[src/hw/nand_host_pkg.sv]
package nand_host_pkg;

  ////////////////////////////////////////////////////////////////////////////
  // Clock and flash timing
  localparam int unsigned CLK_PERIOD_PS = 8000;
  localparam int unsigned T_WB_NS       = 100;
  // Wait before ready/busy is trusted, rounded up
  localparam int unsigned WB_CYC =
    (T_WB_NS * 1000 + CLK_PERIOD_PS - 1) / CLK_PERIOD_PS;

  ////////////////////////////////////////////////////////////////////////////
  // Avalon register map, byte offsets
  localparam int unsigned ADDR_W     = 5;
  localparam logic [4:0]  OFS_CMD    = 5'h00;
  localparam logic [4:0]  OFS_ROW    = 5'h04;
  localparam logic [4:0]  OFS_RESULT = 5'h08;
  localparam logic [4:0]  OFS_CFG    = 5'h0c;
  localparam logic [4:0]  OFS_ECC    = 5'h10;

  // Result register fields
  localparam int unsigned RES_MAKER   = 8;
  localparam int unsigned RES_DEVICE  = 16;
  localparam int unsigned RES_BAD     = 24;
  localparam int unsigned RES_FAIL    = 25;
  localparam int unsigned RES_CHECKED = 26;
  localparam int unsigned RES_RB      = 27;
  // ECC data register: byte in [7:0], clear in bit 8
  localparam int unsigned ECC_CLR_BIT = 8;

  ////////////////////////////////////////////////////////////////////////////
  // Status byte layout
  localparam int unsigned WP_BIT    = 7;
  localparam int unsigned IDLE_BIT  = 6;
  localparam int unsigned FAIL_BIT  = 0;
  localparam logic [7:0]  STAT_KEEP = 8'hc1;
  localparam logic [7:0]  STAT_RSVD = 8'h3e;

  ////////////////////////////////////////////////////////////////////////////
  // Command bytes and addresses
  localparam logic [7:0]  CMD_SIG        = 8'h90;
  localparam logic [7:0]  CMD_READ_SPARE = 8'h50;
  localparam logic [7:0]  SIG_ADDR       = 8'h00;
  localparam logic [7:0]  MARKER_COL     = 8'h05;
  localparam logic [7:0]  ERASED_BYTE    = 8'hff;
  localparam int unsigned PAGE_BITS      = 5;

  ////////////////////////////////////////////////////////////////////////////
  // Error correction sizes
  localparam int unsigned ECC_LP_W   = 16;
  localparam int unsigned ECC_CP_W   = 6;
  localparam int unsigned ECC_IDX_W  = 8;

  ////////////////////////////////////////////////////////////////////////////
  // Operations and sequencer states
  typedef enum logic [1:0] {
    OP_RESET  = 2'h0,
    OP_STATUS = 2'h1,
    OP_SIG    = 2'h2,
    OP_MARK   = 2'h3
  } op_t;

  typedef enum logic [3:0] {
    S_IDLE    = 4'h0,
    S_CMD_SET = 4'h1,
    S_CMD_STB = 4'h2,
    S_HOLD    = 4'h3,
    S_ADR_SET = 4'h4,
    S_ADR_STB = 4'h5,
    S_WB      = 4'h6,
    S_BUSY    = 4'h7,
    S_RD_STB  = 4'h8,
    S_RD_HOLD = 4'h9,
    S_DONE    = 4'ha
  } state_t;

endpackage

[src/hw/ecc_accum.sv]
`timescale 1ns/1ps
module ecc_accum
  import nand_host_pkg::*;
(
  // System
  input  wire logic                     mclk,
  input  wire logic                     rst,
  // Byte feed
  input  wire logic                     clr,
  input  wire logic                     vld,
  input  wire logic [7:0]               din,
  // Check bits
  output logic [ECC_LP_W+ECC_CP_W-1:0]  ecc
);

  logic [ECC_LP_W-1:0]  lp_q, lp_d;
  logic [ECC_CP_W-1:0]  cp_q, cp_d;
  logic [ECC_IDX_W-1:0] idx_q, idx_d;
  logic                 par;

  // Parity of the bits whose index has bit k equal to hi
  function automatic logic col_par(input logic [7:0] b, input int k,
                                   input logic hi);
    logic r;
    r = 1'b0;
    for (int i = 0; i < 8; i++) begin
      if (i[k] == hi) begin
        r = r ^ b[i];
      end
    end
    return r;
  endfunction

  ////////////////////////////////////////////////////////////////////////////
  // Line parity by byte index, column parity by bit index
  always_comb begin
    lp_d  = lp_q;
    cp_d  = cp_q;
    idx_d = idx_q;
    par   = ^din;
    if (clr) begin
      lp_d  = '0;
      cp_d  = '0;
      idx_d = '0;
    end else if (vld) begin
      for (int k = 0; k < ECC_IDX_W; k++) begin
        if (idx_q[k]) begin
          lp_d[2*k+1] = lp_d[2*k+1] ^ par;
        end else begin
          lp_d[2*k] = lp_d[2*k] ^ par;
        end
      end
      for (int k = 0; k < ECC_CP_W / 2; k++) begin
        cp_d[2*k]   = cp_q[2*k] ^ col_par(din, k, 1'b0);
        cp_d[2*k+1] = cp_q[2*k+1] ^ col_par(din, k, 1'b1);
      end
      // Wraps after one 2048-bit block; software clears per block
      idx_d = idx_q + 8'h01;
    end
  end

  always_ff @(posedge mclk or posedge rst) begin
    if (rst) begin
      lp_q  <= '0;
      cp_q  <= '0;
      idx_q <= '0;
    end else begin
      lp_q  <= lp_d;
      cp_q  <= cp_d;
      idx_q <= idx_d;
    end
  end

  assign ecc = {lp_q, cp_q};
endmodule // ecc_accum

[src/hw/nand_host.sv]
`timescale 1ns/1ps
// Operation
// - Status mode persists; host reissues a read command afterwards.
// - Status bits 1 to 5 are reserved; host ignores them.
// - Signature read: command byte then one zero address cycle.
// - Block bad if sixth spare byte of first page not all ones.
// - Host reads bad-block markers before any erase.
// - Program or erase status error marks block newly bad; host only reports status bit 0 as the fail flag.
// - Host provides 22 check bits per 2048 data bits.
module nand_host
  import nand_host_pkg::*;
#(
  parameter logic [7:0]  CMD_RESET  = 8'hff,
  parameter logic [7:0]  CMD_STATUS = 8'h70,
  parameter int unsigned DIV_CYCLES = 4
)(
  // System
  input  wire logic              mclk,
  input  wire logic              rst,
  // Avalon-MM slave
  input  wire logic [ADDR_W-1:0] address,
  input  wire logic              read,
  input  wire logic              write,
  input  wire logic [31:0]       writedata,
  input  wire logic [3:0]        byteenable,
  output logic      [31:0]       readdata,
  output logic                   waitrequest,
  // Flash pins
  output logic                   cle,
  output logic                   ale,
  output logic                   ce_n,
  output logic                   we_n,
  output logic                   re_n,
  output logic                   wp_n,
  output logic      [7:0]        io_out,
  output logic                   io_oe,
  input  wire logic [7:0]        io_in,
  input  wire logic              rb
);

  ////////////////////////////////////////////////////////////////////////////
  // Strobe-rate divider
  logic [7:0] div_q, div_d;
  logic       tick_q, tick_d;

  always_comb begin
    tick_d = (div_q == 8'(DIV_CYCLES - 1));
    div_d  = tick_d ? 8'h00 : div_q + 8'h01;
  end

  always_ff @(posedge mclk or posedge rst) begin
    if (rst) begin
      div_q  <= '0;
      tick_q <= 1'b0;
    end else begin
      div_q  <= div_d;
      tick_q <= tick_d;
    end
  end

  ////////////////////////////////////////////////////////////////////////////
  // Bus slave: one wait cycle, then a one-cycle answer
  logic        wait_q, wait_d;
  logic [31:0] rdata_q, rdata_d;
  logic [23:0] row_q, row_d;
  logic        allow_q, allow_d;
  logic        wr_fire, start, ecc_clr, ecc_vld;
  logic [21:0] ecc_val;
  state_t      st_q, st_d;
  logic [7:0]  status_q, maker_q, device_q;
  logic        bad_q, fail_q, checked_q;

  function automatic logic hit(input logic [ADDR_W-1:0] a,
                               input logic [4:0] ofs);
    return a[ADDR_W-1:2] == ofs[ADDR_W-1:2];
  endfunction

  function automatic logic [31:0] merge(input logic [31:0] old,
                                        input logic [31:0] nw,
                                        input logic [3:0]  be);
    logic [31:0] r;
    r = old;
    for (int i = 0; i < 4; i++) begin
      if (be[i]) begin
        r[8*i +: 8] = nw[8*i +: 8];
      end
    end
    return r;
  endfunction

  // Writes act at the edge where waitrequest is seen low
  assign wr_fire = write && !wait_q;
  assign start   = wr_fire && hit(address, OFS_CMD) && byteenable[0]
                   && st_q == S_IDLE;
  assign ecc_vld = wr_fire && hit(address, OFS_ECC) && byteenable[0];
  assign ecc_clr = wr_fire && hit(address, OFS_ECC) && byteenable[1]
                   && writedata[ECC_CLR_BIT];

  always_comb begin
    wait_d  = !((read || write) && wait_q);
    rdata_d = rdata_q;
    row_d   = row_q;
    allow_d = allow_q;
    if (read && wait_q) begin
      rdata_d = '0;
      if (hit(address, OFS_CMD)) begin
        rdata_d[0] = st_q != S_IDLE;
      end else if (hit(address, OFS_ROW)) begin
        rdata_d[23:0] = row_q;
      end else if (hit(address, OFS_RESULT)) begin
        rdata_d = {4'h0, rb, checked_q, fail_q, bad_q,
                   device_q, maker_q, status_q};
      end else if (hit(address, OFS_CFG)) begin
        rdata_d[0] = allow_q;
      end else if (hit(address, OFS_ECC)) begin
        rdata_d[21:0] = ecc_val;
      end
    end
    if (wr_fire && hit(address, OFS_ROW)) begin
      row_d = 24'(merge({8'h00, row_q}, writedata, byteenable));
    end
    if (wr_fire && hit(address, OFS_CFG) && byteenable[0]) begin
      allow_d = writedata[0];
    end
  end

  always_ff @(posedge mclk or posedge rst) begin
    if (rst) begin
      wait_q  <= 1'b1;
      rdata_q <= '0;
      row_q   <= '0;
      allow_q <= 1'b0;
    end else begin
      wait_q  <= wait_d;
      rdata_q <= rdata_d;
      row_q   <= row_d;
      allow_q <= allow_d;
    end
  end

  assign waitrequest = wait_q;
  assign readdata    = rdata_q;

  ecc_accum u_ecc (
    .mclk (mclk),
    .rst  (rst),
    .clr  (ecc_clr),
    .vld  (ecc_vld),
    .din  (writedata[7:0]),
    .ecc  (ecc_val)
  );

  ////////////////////////////////////////////////////////////////////////////
  // Flash pin sequencer
  op_t        op_q, op_d;
  logic [2:0] idx_q, idx_d;
  logic [7:0] wb_q, wb_d;
  logic [7:0] status_d, maker_d, device_d, io_out_d;
  logic       bad_d, fail_d, checked_d;
  logic       cle_d, ale_d, ce_n_d, we_n_d, re_n_d, io_oe_d;
  logic [2:0] naddr, nread;
  logic       need_wait;

  // Per-operation shape
  always_comb begin
    case (op_q)
      OP_RESET:  begin naddr = 3'd0; nread = 3'd0; need_wait = 1'b1; end
      OP_STATUS: begin naddr = 3'd0; nread = 3'd1; need_wait = 1'b0; end
      OP_SIG:    begin naddr = 3'd1; nread = 3'd2; need_wait = 1'b0; end
      default:   begin naddr = 3'd4; nread = 3'd1; need_wait = 1'b1; end
    endcase
  end

  always_comb begin
    st_d = st_q;       op_d = op_q;       idx_d = idx_q;     wb_d = wb_q;
    cle_d = cle;       ale_d = ale;       ce_n_d = ce_n;     we_n_d = we_n;
    re_n_d = re_n;     io_out_d = io_out; io_oe_d = io_oe;
    status_d = status_q; maker_d = maker_q; device_d = device_q;
    bad_d = bad_q;     fail_d = fail_q;   checked_d = checked_q;
    case (st_q)
      S_IDLE: if (start) begin
        op_d     = op_t'(writedata[1:0]);
        idx_d    = 3'd0;
        ce_n_d   = 1'b0;
        cle_d    = 1'b1;
        io_oe_d  = 1'b1;
        case (op_t'(writedata[1:0]))
          OP_RESET:  io_out_d = CMD_RESET;
          OP_STATUS: io_out_d = CMD_STATUS;
          OP_SIG:    io_out_d = CMD_SIG;
          default:   io_out_d = CMD_READ_SPARE;
        endcase
        st_d = S_CMD_SET;
      end
      S_CMD_SET: if (tick_q) begin
        we_n_d = 1'b0;
        st_d   = S_CMD_STB;
      end
      S_CMD_STB, S_ADR_STB: if (tick_q) begin
        // Latch edge; address index advances after each address byte
        we_n_d = 1'b1;
        if (st_q == S_ADR_STB) begin
          idx_d = idx_q + 3'd1;
        end
        st_d = S_HOLD;
      end
      S_HOLD: if (tick_q) begin
        cle_d = 1'b0;
        ale_d = 1'b0;
        // Index counts to naddr (four for the marker read), so the last address cycle ends the phase
        if (st_q == S_HOLD && idx_q < naddr
            && !(op_q != OP_MARK && idx_q != 3'd0)) begin
          ale_d = 1'b1;
          st_d  = S_ADR_SET;
          case (idx_q)
            3'd0: io_out_d = (op_q == OP_SIG) ? SIG_ADDR
                                              : MARKER_COL;
            // First page of the block only
            3'd1: io_out_d = {row_q[7:PAGE_BITS],
                              PAGE_BITS'(0)};
            3'd2: io_out_d = row_q[15:8];
            default: io_out_d = row_q[23:16];
          endcase
        end else begin
          io_oe_d = 1'b0;
          idx_d   = 3'd0;
          wb_d    = 8'(WB_CYC);
          if (need_wait) begin
            st_d = S_WB;
          end else begin
            re_n_d = 1'b0;
            st_d   = S_RD_STB;
          end
        end
      end
      S_ADR_SET: if (tick_q) begin
        we_n_d = 1'b0;
        st_d   = S_ADR_STB;
      end
      S_WB: begin
        wb_d = wb_q - 8'h01;
        if (wb_q == 8'h00) begin
          st_d = S_BUSY;
        end
      end
      // Ready/busy stays low for the reset or page-load time
      S_BUSY: if (rb) begin
        if (nread == 3'd0) begin
          st_d = S_DONE;
        end else begin
          re_n_d = 1'b0;
          st_d   = S_RD_STB;
        end
      end
      S_RD_STB: if (tick_q) begin
        re_n_d = 1'b1;
        st_d   = S_RD_HOLD;
        case (op_q)
          // Reserved bits dropped; bits 7, 6, 0 kept live
          OP_STATUS: begin
            status_d = io_in & STAT_KEEP;
            fail_d   = io_in[FAIL_BIT];
          end
          OP_SIG: if (idx_q == 3'd0) begin
            maker_d  = io_in;
          end else begin
            device_d = io_in;
          end
          // Anything but all ones marks a bad block
          OP_MARK: bad_d = io_in != ERASED_BYTE;
          default: ;
        endcase
      end
      S_RD_HOLD: if (tick_q) begin
        idx_d = idx_q + 3'd1;
        if (idx_q + 3'd1 < nread) begin
          re_n_d = 1'b0;
          st_d   = S_RD_STB;
        end else begin
          st_d = S_DONE;
        end
      end
      S_DONE: begin
        ce_n_d = 1'b1;
        if (op_q == OP_MARK) begin
          checked_d = 1'b1;
        end
        st_d = S_IDLE;
      end
      default: st_d = S_IDLE;
    endcase
  end

  always_ff @(posedge mclk or posedge rst) begin
    if (rst) begin
      st_q <= S_IDLE;      op_q <= OP_RESET;   idx_q <= '0;  wb_q <= '0;
      cle <= 1'b0;         ale <= 1'b0;        ce_n <= 1'b1; we_n <= 1'b1;
      re_n <= 1'b1;        io_out <= '0;       io_oe <= 1'b0;
      status_q <= '0;      maker_q <= '0;      device_q <= '0;
      bad_q <= 1'b0;       fail_q <= 1'b0;     checked_q <= 1'b0;
      wp_n <= 1'b0;
    end else begin
      st_q <= st_d;        op_q <= op_d;       idx_q <= idx_d; wb_q <= wb_d;
      cle <= cle_d;        ale <= ale_d;       ce_n <= ce_n_d; we_n <= we_n_d;
      re_n <= re_n_d;      io_out <= io_out_d; io_oe <= io_oe_d;
      status_q <= status_d; maker_q <= maker_d; device_q <= device_d;
      bad_q <= bad_d;      fail_q <= fail_d;   checked_q <= checked_d;
      // Protected until the markers have been read once and the config allow bit is set
      wp_n <= allow_q && checked_q;
    end
  end
endmodule // nand_host

[config.mk]
export PLATFORM = sky130hd
export DESIGN_NAME = nand_host
export DESIGN_NICKNAME = d
export VERILOG_FILES = /design/src/hw/nand_host_pkg.sv /design/src/hw/ecc_accum.sv /design/src/hw/nand_host.sv
export SDC_FILE = /design/constraint.sdc
export NUM_CORES = 1
export LEC_CHECK = 0
export BUFFER_PORTS_ARGS = -buffer_cell sky130_fd_sc_hd__buf_4
export CAP_MARGIN = 20
export CORE_UTILIZATION = 45
export CTS_CLUSTER_DIAMETER = 30
export CTS_CLUSTER_SIZE = 12
export DETAILED_ROUTE_END_ITERATION = 10
export PLACE_DENSITY = 0.7
export REMOVE_ABC_BUFFERS = 1
export SLEW_MARGIN = 20
export SYNTH_ARGS = -nofsm -noshare
export SYNTH_HDL_FRONTEND = slang
export SYNTH_SLANG_ARGS = --single-unit
[constraint.sdc]
create_clock -name mclk -period 7.66 [get_ports mclk]
set_clock_uncertainty 0.2 [all_clocks]
set_input_delay 1.149 -clock mclk [delete_from_list [all_inputs] [get_ports mclk]]
set_output_delay 1.149 -clock mclk [all_outputs]
set_load 0.1 [all_outputs]
==> impl_metrics.json <==
{
  "critical_path.endpoint_type": "flip-flop",
  "cts_setup_buffers": 0,
  "hold_viol_final": 0,
  "area_growth_pct": 19.56,
  "internal_power_uw": 1794,
  "r2r_setup_slack_ns": 4.77,
  "synth_top_area_share_pct": 48.66,
  "power_density_nw_per_um2": 335.4,
  "slew_viol_final": 0,
  "cp.arrival_ns": 3.44,
  "ys.flop_type": "dfrtp_1",
  "totalPowerFinal_uw": 2928,
  "clkPwrFrac_pct": 30.2,
  "boundaryPins": 102,
  "status": "complete, no violations",
  "ff_latch_area_um2": 3659,
  "grt_start_max_net_pins": 76,
  "reg2regPathDepth": 4,
  "diodes": 0,
  "slowest_delay_ns": 0.66,
  "synth_edf_count": 0,
  "antenna_found_initial": 0,
  "ys_seq_area_share_pct": 50.09,
  "cts_hold_buf": 0,
  "clock_latency_ns": 0.42,
  "grt_pass1_vias": 5584,
  "synth_area_um2": 7303,
  "worst_slack_ns": 4.322,
  "vias_per_cell": 5.568,
  "fmax_mhz": 299.6,
  "cts.sinks": 146,
  "synth-seq-cells": 146,
  "clockRootBuffer": "clkbuf_16",
  "wirelength_um": 17630,
  "dp_hpwl_um": 12620,
  "drc": 0,
  "sw_frac_of_total_pct": 38.74,
  "dieArea_um2": 16740,
  "placed_cell_area_um2": 8105,
  "startpoint_type": "input pin",
  "pre_cts_ws_ns": 3.891,
  "cpMaxStageDelayCell": "nor2b_1",
  "ys_warn_count": 0,
  "fin_nets": 852,
  "cp_max_fo": 28,
  "slew_headroom_pct": 40.21,
  "r2r_end": "device_q[0]$_DFFE_PP0P_",
  "critical_path.cell_chain": "buf_4 > nor2b_1 > and2_1 > nor2b_1 > mux2_2",
  "tightest_slew_ns": 0.8969,
  "drt_iter0_markers": 425,
  "crit_path_end": "row_q[11]$_DFFE_PP0P_",
  "fill_cells": 1400,
  "p_leak_uw": 0.003961,
  "ys_types": 61,
  "min_period_ns": 3.338,
  "cts_tree": "built",
  "routabilityCongestion": 0.8859,
  "maxCapViolCount": 0,
  "grt_overflow": 0,
  "p_switching_uw": 1134,
  "gr-usage-all-layers_pct": 22.89,
  "tns_ns": 0,
  "ant_nets": 0,
  "ys_top_cells_by_area": "dfrtp_1, mux2_2, ha_1",
  "period_share_pct": 43.57,
  "rows": 46,
  "final_area_um2": 8732,
  "dr.pass1.iters": 4,
  "cts_buffers": 17,
  "syn_area_per_cell_um2": 10.33,
  "pwr-share-comb_pct": 33.0,
  "dieWidth_um": 129.4,
  "wl_per_cell_um": 17.52,
  "hold_class": "flip-flop to flip-flop",
  "setup_viol": 0,
  "clkTransAtPathRegs_ns": 0.06,
  "grt_setup_unrepaired": "false",
  "clock_path_buffers": 2,
  "multiInputGateArea_um2": 3417,
  "grt_pass1_wl_um": 29040,
  "path_common_cell": "nor2b_1",
  "io_buffers": 86,
  "die_height_um": 129.4,
  "fin_util_pct": 54.97,
  "drive_gt1_share_pct": 23.67,
  "cp-startpoint": "address[2]",
  "p_seq_share_pct": 36.8,
  "synth_common_cells": "dfrtp_1, nand2_1, nor2_1",
  "required_ns": 7.77,
  "initial_core_util_pct": 45.98,
  "core_um2": 15890,
  "cts-resized-gates": 0,
  "setup.worst_path.class": "input pin to flip-flop",
  "timing.rr.start": "st_q[1]$_DFFE_PP0P_",
  "syn_inst": 707,
  "ctsHtreeMaxLevel": 4,
  "yosys.area.top_type": "dfrtp_1",
  "ir_drop_mv": 0.1756,
  "vias": 5601,
  "synth.most_common_cell": "dfrtp_1",
  "synthArstFlopShare_pct": 100.0
}
-- area by class of cell --
type	count	area share, %
tap	216	3.095
timing repair buffer	91	7.823
inverter	19	0.8741
multi-input combinational	503	39.13
clock inverter	10	1.791
clock buffer	21	5.388
sequential	146	41.90
-- power by group through the flow --
stage | Combinational (uW) | Clock [uW] | Sequential, uW
after floorplan | 420 | 0 | 1370
after global placement | 934 | 0 | 1080
after detailed placement | 959 | 0 | 1090
after CTS | 967 | 899 | 1080
after global routing | 1040 | 933 | 1100
final | 967 | 883 | 1080
-- sequential cells by signal, indices dropped and copies added (netlist names), 2 cells and up --
register and cells:
device_q 8, div_q 8, idx_q 3, io_out 8, maker_q 8, op_q 2, readdata 28, row_q 24
st_q 4, status_q 3, u_ecc.cp_q 6, u_ecc.idx_q 8, u_ecc.lp_q 16, wb_q 8
-- stage by stage --
stage | hold WS (ns) | instances
2_1_floorplan | 0.2384 | 668
3_3_place_gp | 0.2555 | 975
3_5_place_dp | 0.2762 | 975
4_1_cts | 0.2895 | 1006
5_1_grt | 0.2974 | 1006
6_report | 0.2776 | 1006
-- placed cells by master, fill, tap and decap left out, types with 9 or more instances in the layout --
master	synthesis	routed
nand3_1	20	20
nand2_1	65	65
a21oi_1	36	36
inv_1	19	18
dfrtp_1	142	142
o21ai_0	42	42
or4_1	9	9
mux2_2	49	49
a22o_1	12	12
nor2_1	64	64
clkbuf_16	0	17
xnor2_1	26	26
a22oi_1	21	21
nor2b_1	15	14
ha_1	20	20
o211ai_1	11	11
buf_4	4	91
xor2_1	14	14
-- how the worst min path moves through the flow --
stage                        startpoint                       end  slack, ns  depth (start not counted)
3_5_place_dp   readdata[25]$_DFFE_PP0P_  readdata[25]$_DFFE_PP0P_       0.28                          2
6_report       readdata[15]$_DFFE_PP0P_  readdata[15]$_DFFE_PP0P_       0.28                          2
4_1_cts        readdata[25]$_DFFE_PP0P_  readdata[25]$_DFFE_PP0P_       0.29                          2
2_1_floorplan        div_q[7]$_DFF_PP0_        div_q[7]$_DFF_PP0_       0.24                          1
5_1_grt                 cle$_DFFE_PP0P_           cle$_DFFE_PP0P_       0.30                          2
3_3_place_gp         div_q[7]$_DFF_PP0_        div_q[7]$_DFF_PP0_       0.26                          1
-- critical path: cells and delay by family --
family                 cells  cell delay, ns
buffers and inverters      1            0.28
multiplexers               1            0.41
AND/OR/NAND/NOR            3            1.58
-- cell families (layout without fill, tap and decap cells) --
logic type / after synthesis / after routing / synth area share [%]
AO/OA/AOI/OAI: 157 / 157 / 13.93
XOR/XNOR: 43 / 43 / 5.671
adder cells (fa/ha/maj): 20 / 20 / 3.426
buffers and inverters: 61 / 141 / 3.512
flip-flops: 146 / 146 / 50.09
multiplexers: 51 / 51 / 7.829
other: 1 / 4 / 0.05135
AND/OR/NAND/NOR: 228 / 228 / 15.49
-- metal layers --
layer / GRT usage (%) / vias up / wire length, um
li1: - / 2643 / -
met1: 30.40 / 2797 / 7997
met2: 37.41 / 141 / 8550
met3: 4.748 / 20 / 830
met4: 7.612 / 0 / 250
met5: 0 / - / 0
No activity file was read; power rests on OpenSTA's default activity.
